File: src/design/lcpw_consts.svh
// Constants for the LCD parallel write port
`ifndef LCPW_CONSTS_SVH
`define LCPW_CONSTS_SVH

// Register byte addresses
`define LCPW_ADDR_CMD 8'h00
`define LCPW_ADDR_DATA 8'h04
`define LCPW_ADDR_STATUS 8'h08
`define LCPW_ADDR_CTRL 8'h0c
`define LCPW_ADDR_READ 8'h10

// Status and control fields
`define LCPW_ST_BUSY 0
`define LCPW_ST_LVL_LO 1
`define LCPW_ST_LVL_HI 2
`define LCPW_ST_OVF 3
`define LCPW_ST_COL_LO 8
`define LCPW_ST_COL_HI 15
`define LCPW_ST_ROW_LO 16
`define LCPW_ST_ROW_HI 24
`define LCPW_CTRL_POWER 0
`define LCPW_CTRL_RSTN 1
`define LCPW_CTRL_RESET 2'h0

// Timing, ns as printed, cycles derived (least times round up)
`define LCPW_CLK_NS 10
`define LCPW_TWRL_NS 15
`define LCPW_TRDL_NS 45
`define LCPW_WRL_CYC ((`LCPW_TWRL_NS + `LCPW_CLK_NS - 1) / `LCPW_CLK_NS)
`define LCPW_RDL_CYC ((`LCPW_TRDL_NS + `LCPW_CLK_NS - 1) / `LCPW_CLK_NS)

// Display area
`define LCPW_COLS 240
`define LCPW_ROWS 320

`endif

File: src/design/lcpw_pkg.sv
// Types shared by the LCD parallel write port
package lcpw_pkg;

  // Bus cycle sequencer states
  typedef enum logic [1:0] {
    LCPW_IDLE,
    LCPW_SETUP,
    LCPW_STROBE,
    LCPW_HOLD
  } lcpw_phase_t;

  // Kind of bus cycle held in a buffer entry
  typedef enum logic [1:0] {
    LCPW_K_CMD,
    LCPW_K_DATA,
    LCPW_K_READ
  } lcpw_kind_t;

  // One buffered request
  typedef struct packed {
    lcpw_kind_t kind;
    logic [15:0] word;
  } lcpw_entry_t;

endpackage : lcpw_pkg

File: src/design/lcpw_write_port.sv
// Register-fed 8080-style parallel write port towards an LCD driver
`timescale 1ns/1ns
`include "lcpw_consts.svh"

module lcpw_write_port
  import lcpw_pkg::*;
#(
  parameter int COLS = `LCPW_COLS,
  parameter int ROWS = `LCPW_ROWS
)
(
  input wire logic clock,
  input wire logic reset,
  input wire logic [7:0] regAddr,
  input wire logic [31:0] regWrData,
  input wire logic regWrite,
  input wire logic regRead,
  output logic [31:0] regRdData,
  output logic inReady,
  output logic panelSelN,
  output logic cmdOrDataSel,
  output logic writeStrobeN,
  output logic readStrobeN,
  output logic [15:0] busDataOut,
  output logic busDataOe,
  input wire logic [15:0] busDataIn,
  output logic lcdPowerOn,
  output logic panelResetN
);

  localparam int CW = $clog2(COLS);
  localparam int RW = $clog2(ROWS);
  localparam logic [3:0] WRL = 4'(`LCPW_WRL_CYC);
  localparam logic [3:0] RDL = 4'(`LCPW_RDL_CYC);
  localparam logic [CW-1:0] COL_LAST = CW'(COLS - 1);
  localparam logic [RW-1:0] ROW_LAST = RW'(ROWS - 1);

  // Whole state of the block
  typedef struct packed {
    lcpw_phase_t phase;
    logic [3:0] cnt;
    lcpw_entry_t [1:0] fifo;
    logic wrPtr;
    logic rdPtr;
    logic [1:0] level;
    lcpw_kind_t curKind;
    logic csN;
    logic dcSel;
    logic wrN;
    logic rdN;
    logic oe;
    logic [15:0] dOut;
    logic [15:0] syncA;
    logic [15:0] syncB;
    logic [15:0] rdCapt;
    logic [CW-1:0] col;
    logic [RW-1:0] row;
    logic overflow;
    logic [1:0] ctrl;
    logic ready;
    logic [31:0] rdData;
  } lcpw_state_t;

  lcpw_state_t s;
  lcpw_state_t next_s;

  logic isPortWr;
  logic push;
  logic pop;
  lcpw_kind_t pushKind;
  lcpw_entry_t head;

  // Decode of writes that queue a bus cycle
  always_comb
  begin
    isPortWr = 1'b0;
    pushKind = LCPW_K_CMD;
    if (regWrite)
    begin
      case (regAddr)
        `LCPW_ADDR_CMD:
        begin
          isPortWr = 1'b1;
          pushKind = LCPW_K_CMD;
        end
        `LCPW_ADDR_DATA:
        begin
          isPortWr = 1'b1;
          pushKind = LCPW_K_DATA;
        end
        `LCPW_ADDR_READ:
        begin
          isPortWr = 1'b1;
          pushKind = LCPW_K_READ;
        end
        default:
        begin
          isPortWr = 1'b0;
          pushKind = LCPW_K_CMD;
        end
      endcase
    end
  end

  // A full buffer drops the write and flags it, since the bus never waits
  assign push = isPortWr && (s.level != 2'h2);
  assign pop = (s.phase == LCPW_IDLE) && (s.level != 2'h0);
  assign head = s.fifo[s.rdPtr];

  // Next-state logic
  always_comb
  begin
    next_s = s;
    // Two-flop synchroniser on the pin inputs
    next_s.syncA = busDataIn;
    next_s.syncB = s.syncA;

    // Buffer fill side, one slot per entry
    for (int i = 0; i < 2; i++)
    begin
      if (push && (s.wrPtr == 1'(i)))
      begin
        next_s.fifo[i].kind = pushKind;
        next_s.fifo[i].word = regWrData[15:0];
      end
    end
    if (push)
    begin
      next_s.wrPtr = ~s.wrPtr;
    end
    if (pop)
    begin
      next_s.rdPtr = ~s.rdPtr;
    end
    next_s.level = s.level + 2'(push) - 2'(pop);
    next_s.ready = (next_s.level != 2'h2);

    // Bus cycle sequencer
    case (s.phase)
      LCPW_IDLE:
      begin
        if (pop)
        begin
          next_s.curKind = head.kind;
          next_s.csN = 1'b0;
          next_s.dcSel = (head.kind != LCPW_K_CMD);
          next_s.oe = (head.kind != LCPW_K_READ);
          // Commands carry only the low byte
          if (head.kind == LCPW_K_CMD)
          begin
            next_s.dOut = {8'h00, head.word[7:0]};
          end
          else
          begin
            next_s.dOut = head.word;
          end
          next_s.phase = LCPW_SETUP;
        end
      end
      LCPW_SETUP:
      begin
        // Select and data settle one cycle before the strobe falls
        if (s.curKind == LCPW_K_READ)
        begin
          next_s.rdN = 1'b0;
          next_s.cnt = RDL - 4'h1;
        end
        else
        begin
          next_s.wrN = 1'b0;
          next_s.cnt = WRL - 4'h1;
        end
        next_s.phase = LCPW_STROBE;
      end
      LCPW_STROBE:
      begin
        if (s.cnt == 4'h0)
        begin
          next_s.wrN = 1'b1;
          next_s.rdN = 1'b1;
          // Synchroniser lag is covered by the long read low time
          if (s.curKind == LCPW_K_READ)
          begin
            next_s.rdCapt = s.syncB;
          end
          next_s.phase = LCPW_HOLD;
        end
        else
        begin
          next_s.cnt = s.cnt - 4'h1;
        end
      end
      LCPW_HOLD:
      begin
        // Word stays on the bus one cycle past the rising edge
        next_s.csN = 1'b1;
        next_s.oe = 1'b0;
        next_s.phase = LCPW_IDLE;
        // Pixel position: a command restarts, each data word advances
        if (s.curKind == LCPW_K_CMD)
        begin
          next_s.col = '0;
          next_s.row = '0;
        end
        else if (s.curKind == LCPW_K_DATA)
        begin
          if (s.col == COL_LAST)
          begin
            next_s.col = '0;
            next_s.row = (s.row == ROW_LAST) ? '0 : s.row + RW'(1);
          end
          else
          begin
            next_s.col = s.col + CW'(1);
          end
        end
      end
      default:
      begin
        next_s.phase = LCPW_IDLE;
      end
    endcase

    // Control register and sticky overflow; a new drop beats the clear
    if (regWrite && (regAddr == `LCPW_ADDR_CTRL))
    begin
      next_s.ctrl = regWrData[1:0];
    end
    if (regWrite && (regAddr == `LCPW_ADDR_STATUS) && regWrData[`LCPW_ST_OVF])
    begin
      next_s.overflow = 1'b0;
    end
    if (isPortWr && !push)
    begin
      next_s.overflow = 1'b1;
    end

    // Read data stands only in the cycle after the strobe
    next_s.rdData = 32'h0;
    if (regRead)
    begin
      case (regAddr)
        `LCPW_ADDR_STATUS:
        begin
          next_s.rdData[`LCPW_ST_BUSY] = (s.phase != LCPW_IDLE);
          next_s.rdData[`LCPW_ST_LVL_HI:`LCPW_ST_LVL_LO] = s.level;
          next_s.rdData[`LCPW_ST_OVF] = s.overflow;
          next_s.rdData[`LCPW_ST_COL_HI:`LCPW_ST_COL_LO] = 8'(s.col);
          next_s.rdData[`LCPW_ST_ROW_HI:`LCPW_ST_ROW_LO] = 9'(s.row);
        end
        `LCPW_ADDR_CTRL:
        begin
          next_s.rdData[1:0] = s.ctrl;
        end
        `LCPW_ADDR_READ:
        begin
          next_s.rdData[15:0] = s.rdCapt;
        end
        default:
        begin
          next_s.rdData = 32'h0;
        end
      endcase
    end
  end

  // State register; idle bus lines are high and undriven after reset
  always_ff @(posedge clock or posedge reset)
  begin
    if (reset)
    begin
      s <= '0;
      s.phase <= LCPW_IDLE;
      s.csN <= 1'b1;
      s.wrN <= 1'b1;
      s.rdN <= 1'b1;
      s.ready <= 1'b1;
      s.ctrl <= `LCPW_CTRL_RESET;
    end
    else
    begin
      s <= next_s;
    end
  end

  // Outputs straight from the state register
  assign regRdData = s.rdData;
  assign inReady = s.ready;
  assign panelSelN = s.csN;
  assign cmdOrDataSel = s.dcSel;
  assign writeStrobeN = s.wrN;
  assign readStrobeN = s.rdN;
  assign busDataOut = s.dOut;
  assign busDataOe = s.oe;
  assign lcdPowerOn = s.ctrl[`LCPW_CTRL_POWER];
  assign panelResetN = s.ctrl[`LCPW_CTRL_RSTN];
endmodule : lcpw_write_port

File: config.mk
export PLATFORM = sky130hd
export DESIGN_NAME = lcpw_write_port
export DESIGN_NICKNAME = d
export VERILOG_FILES = /design/src/design/lcpw_pkg.sv /design/src/design/lcpw_write_port.sv
export VERILOG_INCLUDE_DIRS = /design/src /design/src/design
export SDC_FILE = /design/constraint.sdc
export NUM_CORES = 1
export LEC_CHECK = 0
export CORE_UTILIZATION = 50
export DETAILED_ROUTE_END_ITERATION = 7
export DONT_BUFFER_PORTS = 1
export HOLD_SLACK_MARGIN = 0.03
export PLACE_DENSITY = 0.64
export SYNTH_ARGS = -nofsm -noshare
export SYNTH_HDL_FRONTEND = slang
export SYNTH_SLANG_ARGS = --single-unit
File: constraint.sdc
create_clock -name clock -period 7.1 [get_ports clock]
set_input_delay 1.775 -clock clock [delete_from_list [all_inputs] [get_ports clock]]
set_output_delay 1.775 -clock clock [all_outputs]
set_load 0.05 [all_outputs]
# After elaboration in Yosys (flattened, before gate mapping)
# Cells that the tools add are included.
[word_totals] reg_bits=170 output_inout_bits=56 word_cells=117 input_bits=60
[op_classes] eq_ne=19 muxes=33 n_reduce_logical=32 order_cmp=1 addsub=5 n_bitwise=2
[op_table] operator="2-to-1 mux 17 bit" n=3
[op_table] operator="2-to-1 mux 18 bit" n=2
[op_table] operator="2-to-1 mux 9 bit" n=3
[op_table] operator="2-to-1 mux 25 bit" n=1
[op_table] operator="equality test 8 x 4 -> 1 bit, second input constant" n=2
[op_table] operator="2-to-1 mux 16 bit" n=1
[op_table] operator="!= test 2 bit, second input constant" n=8
[op_table] operator="one-hot mux 8 bit (2 select lines)" n=1
[op_table] operator="nonzero test 2 bit" n=8
[op_table] operator="one-hot mux 2 bit (2 select lines)" n=3
[op_table] operator="AND reduction 3 bit" n=4
[op_table] operator="AND reduction 2 bit" n=5
[op_table] operator="adder 9 x 1 -> 9 bit, second input constant" n=1
[op_table] operator="equality test 9 bit, second input constant" n=1
[op_table] operator="adder 8 x 1 -> 8 bit, second input constant" n=1
[op_table] operator="equality test 8 x 3 -> 1 bit, second input constant" n=1
[op_table] operator="equality test 8 x 5 -> 1 bit, second input constant" n=1
[op_table] operator="equality test 8 bit, second input constant" n=1
[op_table] operator="logical AND 1 bit" n=8
[op_table] operator="logical NOT 8 bit" n=1
[op_table] operator="2-to-1 mux 2 bit" n=4
[op_table] operator="2-to-1 mux 4 bit" n=2
[op_table] operator="2-to-1 mux 8 bit" n=1
[op_table] operator="one-hot mux 2 bit (4 select lines)" n=1
[op_table] operator="other kinds (16)" n=28

# Logic depth before layout (Yosys ltp)
# Gate-level depths: netlist of the first run.
[logic_depth] ltp_word=8 depth_mapped=11 ltp_nobuf=10

# Worst setup path after synthesis of the first run
# OpenSTA, ideal clock, no wires.
[synth_timing] path_kind="input port to flip-flop" startpoint="input port regAddr[1]" endpoint="register s (netlist bit inReady)" t_required_ns=7.019 arrival_ns=3.706 cell_stages=9 setup_slack_ns=3.313 setup_time_ns=0.081 path_buffers=0 cell_sequence="or4_4 -> nor4b_4 -> nand2_1 -> ha_1 -> inv_1 -> ha_1 -> xnor2_1 -> xnor2_1 -> nand2b_1"
[synth_lines] element="start, declared" line="lcpw_write_port.sv:14" source="input wire logic [7:0] regAddr,"
[synth_lines] element="end signal, assigned" line="lcpw_write_port.sv:282" source="s <= next_s;"
[synth_lines] element="end, declared" line="lcpw_write_port.sv:64" source="lcpw_state_t s;"

# Worst setup path in the final report of the first run
[layout_timing] startpoint="input port regAddr[1]" endpoint="register s[159] (netlist name)"
[layout_via] elab_chain_len=6 elab_cells_between_ends=8 cone_classes="2 x eq/ne; 2 x mux; 4 x reduce/logical"
[layout_lines] element="equality test 8 x 5 -> 1 bit (tied with other cells)" line="lcpw_write_port.sv:80" source="case (regAddr)"
[layout_lines] element="OR reduction 3 bit (no line) *"
[layout_lines] element="2-to-1 mux 1 bit *" line="lcpw_write_port.sv:80"
[layout_lines] element="2-to-1 mux 1 bit *" line="lcpw_write_port.sv:78" source="if (regWrite)"
[layout_lines] element="logical AND 1 bit *" line="lcpw_write_port.sv:106" source="assign push = isPortWr && (s.level != 2'h2);"
[layout_lines] element="logical AND 1 bit *" line="lcpw_write_port.sv:121" source="if (push && (s.wrPtr == 1'(i)))"
# Every way passes the cells marked *; elsewhere a longest branch is shown, timed or not.
# A chain may end at the register's enable or synchronous reset.

==> impl_metrics.env, run 1 <==
export IMPL_status="completed"
export IMPL_antenna_found_initial=0
export IMPL_drive_gt1_share_pct=20.04
export IMPL_layout_nets=570
export IMPL_via_per_inst=5.332
export IMPL_gp_congestion=0.8019
export IMPL_hold_viol_final=0
export IMPL_synthCells=538
export IMPL_avgSynthCellArea_sq_um=12.74
export IMPL_slowest_stage="and3_1"
export IMPL_drcViolationCount=0
export IMPL_row_count=42
export IMPL_port_buffers=0
export IMPL_ant_nets=0
export IMPL_wl_microns=11690
export IMPL_hold_buffers=0
export IMPL_drt_initial_drc_count=162
export IMPL_setup_viol=0
export IMPL_rrSetupSlack_ps=4670
export IMPL_clkSinkCount=163
export IMPL_firstDrtPassIters=4
export IMPL_core_area_sq_um=13300
export IMPL_cts_tree="yes"
export IMPL_place_area_sq_um=6669
export IMPL_synth_area_leader_cell="dfrtp_1"
export IMPL_synthTopCellsByCount="159 x dfrtp_1, 49 x buf_4, 45 x mux2_2"
export IMPL_cts_made_buffers=17
export IMPL_power_switching_w=0.0008547
export IMPL_dp_hpwl_microns=7688
export IMPL_p_total_w=0.002511
export IMPL_synth_distinct_cells=59
export IMPL_p_int_w=0.001656
export IMPL_fin_crit_sh_pct=54.40
export IMPL_synth_area_top_cells="dfrtp_1 58%, mux2_2 7.4%, buf_4 5.4%"
export IMPL_fin_skew_ps=6.457
export IMPL_maxCapViolations=0
export IMPL_htree_num_levels=4
export IMPL_ys_seq_area_share_pct=59.56
export IMPL_path_class="input pin to flip-flop"
export IMPL_instances_no_fill=690
export IMPL_grt_pass1_wl_microns=19640
export IMPL_hp_class="flip-flop to flip-flop"
export IMPL_yosys_warnings=0
export IMPL_grt_total_usage_pct=18.28
export IMPL_clkLatencyLatePin_ps=430
export IMPL_synth_seq_cells=163
export IMPL_crit_buf_inv=0
export IMPL_grt_max_degree=86
export IMPL_relSlewSlack_pct=22.03
export IMPL_netlist_area_sq_um=6857
export IMPL_yosysTopAreaCellShare_pct=58.03
export IMPL_avgRoutedWirePerCell_microns=16.94
export IMPL_p_leak_nw=3.448
export IMPL_overflow=0
export IMPL_setup_tns_ps=0
export IMPL_crit_chain="or4_4, nor4b_4, and3_1, mux2_2"
export IMPL_required_ps=7420
export IMPL_root_buffer="clkbuf_16"
export IMPL_nFillCells=1082
export IMPL_io_pins=116
export IMPL_yosysMostFrequentCell="dfrtp_1"
export IMPL_diodes=0
export IMPL_tightest_slew_ps=1160
export IMPL_sequentialPowerShare_pct=49.2
export IMPL_setup_slack_ps=3237
export IMPL_cp_max_fo=18
export IMPL_final_area_sq_um=7259
export IMPL_slew_viol_final=0
export IMPL_rsz0062_at_grt="no"
export IMPL_sw_frac_of_total_pct=34.05
export IMPL_synth_edf_count=0
export IMPL_place_ws_ps=2767
export IMPL_p_clk_share_pct=35.7
export IMPL_fp_dieW_microns=119.1
export IMPL_fmax_mhz=258.9
export IMPL_cts_resized=0
export IMPL_finalCriticalPeriod_ps=3863
export IMPL_ys_async_sr_fraction_pct=100.0
export IMPL_path_clk_slew_ps=70
export IMPL_end_kind="flip-flop"
export IMPL_initial_core_util_pct=51.57
export IMPL_die_area_sq_um=14190
export IMPL_post_cts_buffers=0
export IMPL_arrival_ps=4180
export IMPL_syn2layout_area_growth_pct=5.876
export IMPL_slowest_delay_ps=980
export IMPL_power_density_nw_per_um2=345.8
export IMPL_path_delay_family="simple AND/OR/NAND/NOR gates"
export IMPL_vias=3679
export IMPL_ir_drop_mv=0.1781
export IMPL_grt_pass1_vias=3711
export IMPL_die_h_microns=119.1
export IMPL_clk_path_buf_depth=2
export IMPL_start_kind="input pin"
export IMPL_comb_power_share_pct=15.1
export IMPL_synth_flop_cell="dfrtp_1"
export IMPL_dp_cells=658
==> final timing paths <==
kind | from | end | depth (start not counted)
min | next_s[80] | s[80] | 0
min reg2reg | next_s[80] | s[80] | 0
max reg2reg | s[125] | s[159] | 4
min in group asynchronous | reset | next_s[71] | 1
max in group asynchronous | reset | busDataOut[3] | 2
max | regAddr[1] | s[159] | 4
==> layout by cell type, fill, tap and decap left out, drive strengths merged, types with 7 or more instances in the layout <==
cell,netlist,layout
dfrtp,159,159
inv,12,20
and2,17,17
nand2b,7,7
nand2,44,44
nor2,19,19
nand3,10,10
clkinv,0,7
ha,9,9
conb,1,7
xnor2,11,11
o21ai,31,31
mux2i,19,19
clkbuf,11,17
mux2,55,55
a22o,11,11
==> per-stage QoR <==
stage / hold WS (ps) / util [%]
finish: 344.5 / 54.60
global route: 349.9 / 54.60
CTS: 348.8 / 54.60
detailed placement: 334.7 / 50.16
global placement: 332.1 / 50.16
floorplan: 331.2 / -
==> sequential cells by signal, indices dropped and copies added, names as in the netlist <==
register      count
panelResetN       1
s                98
busDataOut       16
busDataOe         1
next_s           16
regRdData        25
lcdPowerOn        1
readStrobeN       1
writeStrobeN      1
cmdOrDataSel      1
panelSelN         1
inReady           1
==> final cells by class <==
type                            count  area [sq um]  area share, %
Tap cell                          176         220.2          3.033
Multi-Input combinational cell    304          2292          31.58
Inverter                           12         50.05         0.6894
Clock inverter                     15         165.2          2.275
Timing Repair Buffer                3         22.52         0.3102
Clock buffer                       17         425.4          5.860
Sequential cell                   163          4084          56.26
==> worst reg2reg max path: stages (launching register included) <==
cell,delay (ps)
dfrtp_1,440
nor2b_1,170
a21oi_1,300
and3_1,970
mux2_2,430
==> cell families after synthesis <==
group	after synthesis	share of synthesized area, %
flops	163	59.56
buf+inv	77	7.390
xor+xnor	11	1.405
other cells	1	0.05469
simple gates	133	10.95
mux	74	12.35
fa+ha+maj	9	1.642
compound gates	70	6.642
==> per-layer routing <==
metal / vias to the layer above / track usage [%] / routed length, microns
met5: - / 0 / 0
met4: 0 / 8.070 / 225
met3: 18 / 7.328 / 921
li1: 1741 / - / -
met2: 90 / 26.82 / 5314
met1: 1830 / 23.86 / 5230
==> power groups by stage <==
stage	registers, W	clock network (W)	logic, W
finish	0.00123	0.000895	0.000380
floorplan	0.00114	0	0.000430
global placement	0.00125	0	0.000371
global route	0.00125	0.000956	0.000435
CTS	0.00124	0.000916	0.000390
detailed placement	0.00125	0	0.000387
No activity file was read; power rests on OpenSTA's default activity.
==> inputs of run 2 (changes only) <==
Clock period 7.1 ns to 3.72 ns, I/O delays scaled along.
==> impl_metrics.env, run 2 (synthesis gave the netlist of run 1 again) <==
export IMPL_drive_gt1_share_pct=20.31
export IMPL_p_int_w=0.003215
export IMPL_start_kind="input pin"
export IMPL_r2r_cells=5
export IMPL_layout_nets=574
export IMPL_core_area_sq_um=13300
export IMPL_diodes=0
export IMPL_slowest_stage="or4_4"
export IMPL_fin_skew_ps=8.061
export IMPL_nFillCells=1102
export IMPL_regMostFlops="s"
export IMPL_die_h_microns=119.1
export IMPL_p_leak_nw=3.453
export IMPL_cts_made_buffers=17
export IMPL_fmax_mhz=369.4
export IMPL_clkSinkCount=163
export IMPL_crit_buf_inv=1
export IMPL_setup_slack_ps=1013
export IMPL_cts_tree="yes"
export IMPL_final_common_cell="dfrtp_1"
export IMPL_ir_drop_mv=0.3872
export IMPL_comb_power_share_pct=15.4
export IMPL_port_buffers=0
export IMPL_utilization_pct=54.85
export IMPL_root_buffer="clkbuf_16"
export IMPL_grt_total_usage_pct=18.06
export IMPL_overflow=0
export IMPL_rsz0062_at_grt="no"
export IMPL_largest_reg_flops=98
export IMPL_grt_pass1_wl_microns=19490
export IMPL_grt_pass1_vias=3689
export IMPL_end_kind="flip-flop"
export IMPL_hold_viol_final=0
export IMPL_power_switching_w=0.001538
export IMPL_slowest_delay_ps=560
export IMPL_grt_max_degree=49
export IMPL_fp_dieW_microns=119.1
export IMPL_path_clk_slew_ps=60
export IMPL_mostFrequentLayoutCells="159 x dfrtp_1, 45 x mux2_2, 44 x nand2_1, 30 x o21ai_0, 19 x mux2i_1"
export IMPL_clk_path_buf_depth=2
export IMPL_slew_viol_final=0
export IMPL_p_clk_share_pct=35.0
export IMPL_r2r_start="s[168]"
export IMPL_io_pins=116
export IMPL_met2_length_microns=5266
export IMPL_path_delay_family="simple AND/OR/NAND/NOR gates"
export IMPL_met1_length_microns=5311
export IMPL_hp_class="flip-flop to flip-flop"
export IMPL_dr_wl_met3_microns=821
export IMPL_sequentialPowerShare_pct=49.7
export IMPL_wl_microns=11600
export IMPL_clkLatencyLatePin_ps=420
export IMPL_regToRegEndpoint="s[59]"
export IMPL_post_cts_buffers=0
export IMPL_required_ps=4060
export IMPL_drcViolationCount=0
export IMPL_rrSetupSlack_ps=1400
export IMPL_vias=3736
export IMPL_via_per_inst=5.391
export IMPL_fin_crit_sh_pct=72.77
export IMPL_cts_resized=0
export IMPL_maxCapViolations=0
export IMPL_gp_congestion=0.7878
export IMPL_cp_max_fo=5
export IMPL_tightest_slew_ps=1135
export IMPL_row_count=42
export IMPL_antenna_found_initial=0
export IMPL_startpoint="regAddr[1]"
export IMPL_firstDrtPassIters=4
export IMPL_syn2layout_area_growth_pct=6.350
export IMPL_avgRoutedWirePerCell_microns=16.73
export IMPL_htree_num_levels=4
export IMPL_finalCriticalPeriod_ps=2707
export IMPL_initial_core_util_pct=51.57
export IMPL_relSlewSlack_pct=23.67
export IMPL_status="completed"
export IMPL_crit_chain="or4_4, nor4b_4, nand2_1, ha_1, inv_1, ha_1, xnor2_1, xnor2_1, nand2b_1"
export IMPL_die_area_sq_um=14190
export IMPL_setup_worst_path_end="inReady"
export IMPL_place_ws_ps=587.4
export IMPL_arrival_ps=3050
export IMPL_top_layer="met4"
export IMPL_dp_hpwl_microns=7894
export IMPL_drt_initial_drc_count=176
export IMPL_ant_nets=0
export IMPL_cp_depth=9
export IMPL_p_total_w=0.004753
export IMPL_hold_buffers=0
export IMPL_path_class="input pin to flip-flop"
export IMPL_setup_tns_ps=0
export IMPL_setup_viol=0
export IMPL_sw_frac_of_total_pct=32.35
export IMPL_power_density_nw_per_um2=651.8
run 2: layout make-up:
class | count | area (sq um) | area share [%]
repair buffers | 7 | 77.57 | 1.064
clock inverters | 12 | 126.4 | 1.733
inverters | 12 | 48.80 | 0.6692
well taps | 176 | 220.2 | 3.020
flip-flops and latches | 163 | 4084 | 56.01
clock buffers | 19 | 442.9 | 6.074
multi-input cells | 304 | 2292 | 31.43
run 2: power by group through the flow:
stage	Combinational (W)	Sequential [W]	Clock [W]
2_1_floorplan	0.000821	0.00218	0
3_3_place_gp	0.000713	0.00239	0
3_5_place_dp	0.000742	0.00240	0
4_1_cts	0.000743	0.00236	0.00170
5_1_grt	0.000826	0.00239	0.00178
6_report	0.000730	0.00236	0.00166
run 2: worst min-delay path by stage:
stage / slack [ps] / from / depth (start not counted) / end
after floorplan: 330 / next_s[69] / 0 / s[69]
after global placement: 330 / next_s[71] / 0 / s[71]
after detailed placement: 330 / next_s[71] / 0 / s[71]
after CTS: 350 / next_s[71] / 0 / s[71]
after global routing: 350 / next_s[71] / 0 / s[71]
final: 350 / next_s[82] / 0 / s[82]
run 2: stage by stage:
step                area, sq um  hold WS [ps]  std cells
floorplan                  6883         331.2        544
global placement           6723         333.4        662
detailed placement         6723         334.7        662
CTS                        7292         349.7        693
global route               7292         354.0        693
finish                     7292         347.7        693
run 2: layer usage:
metal	track usage, %	up-vias
met3	6.657	16
met2	26.05	96
met1	24.34	1871
li1	-	1753
met5	0	-
met4	7.991	0
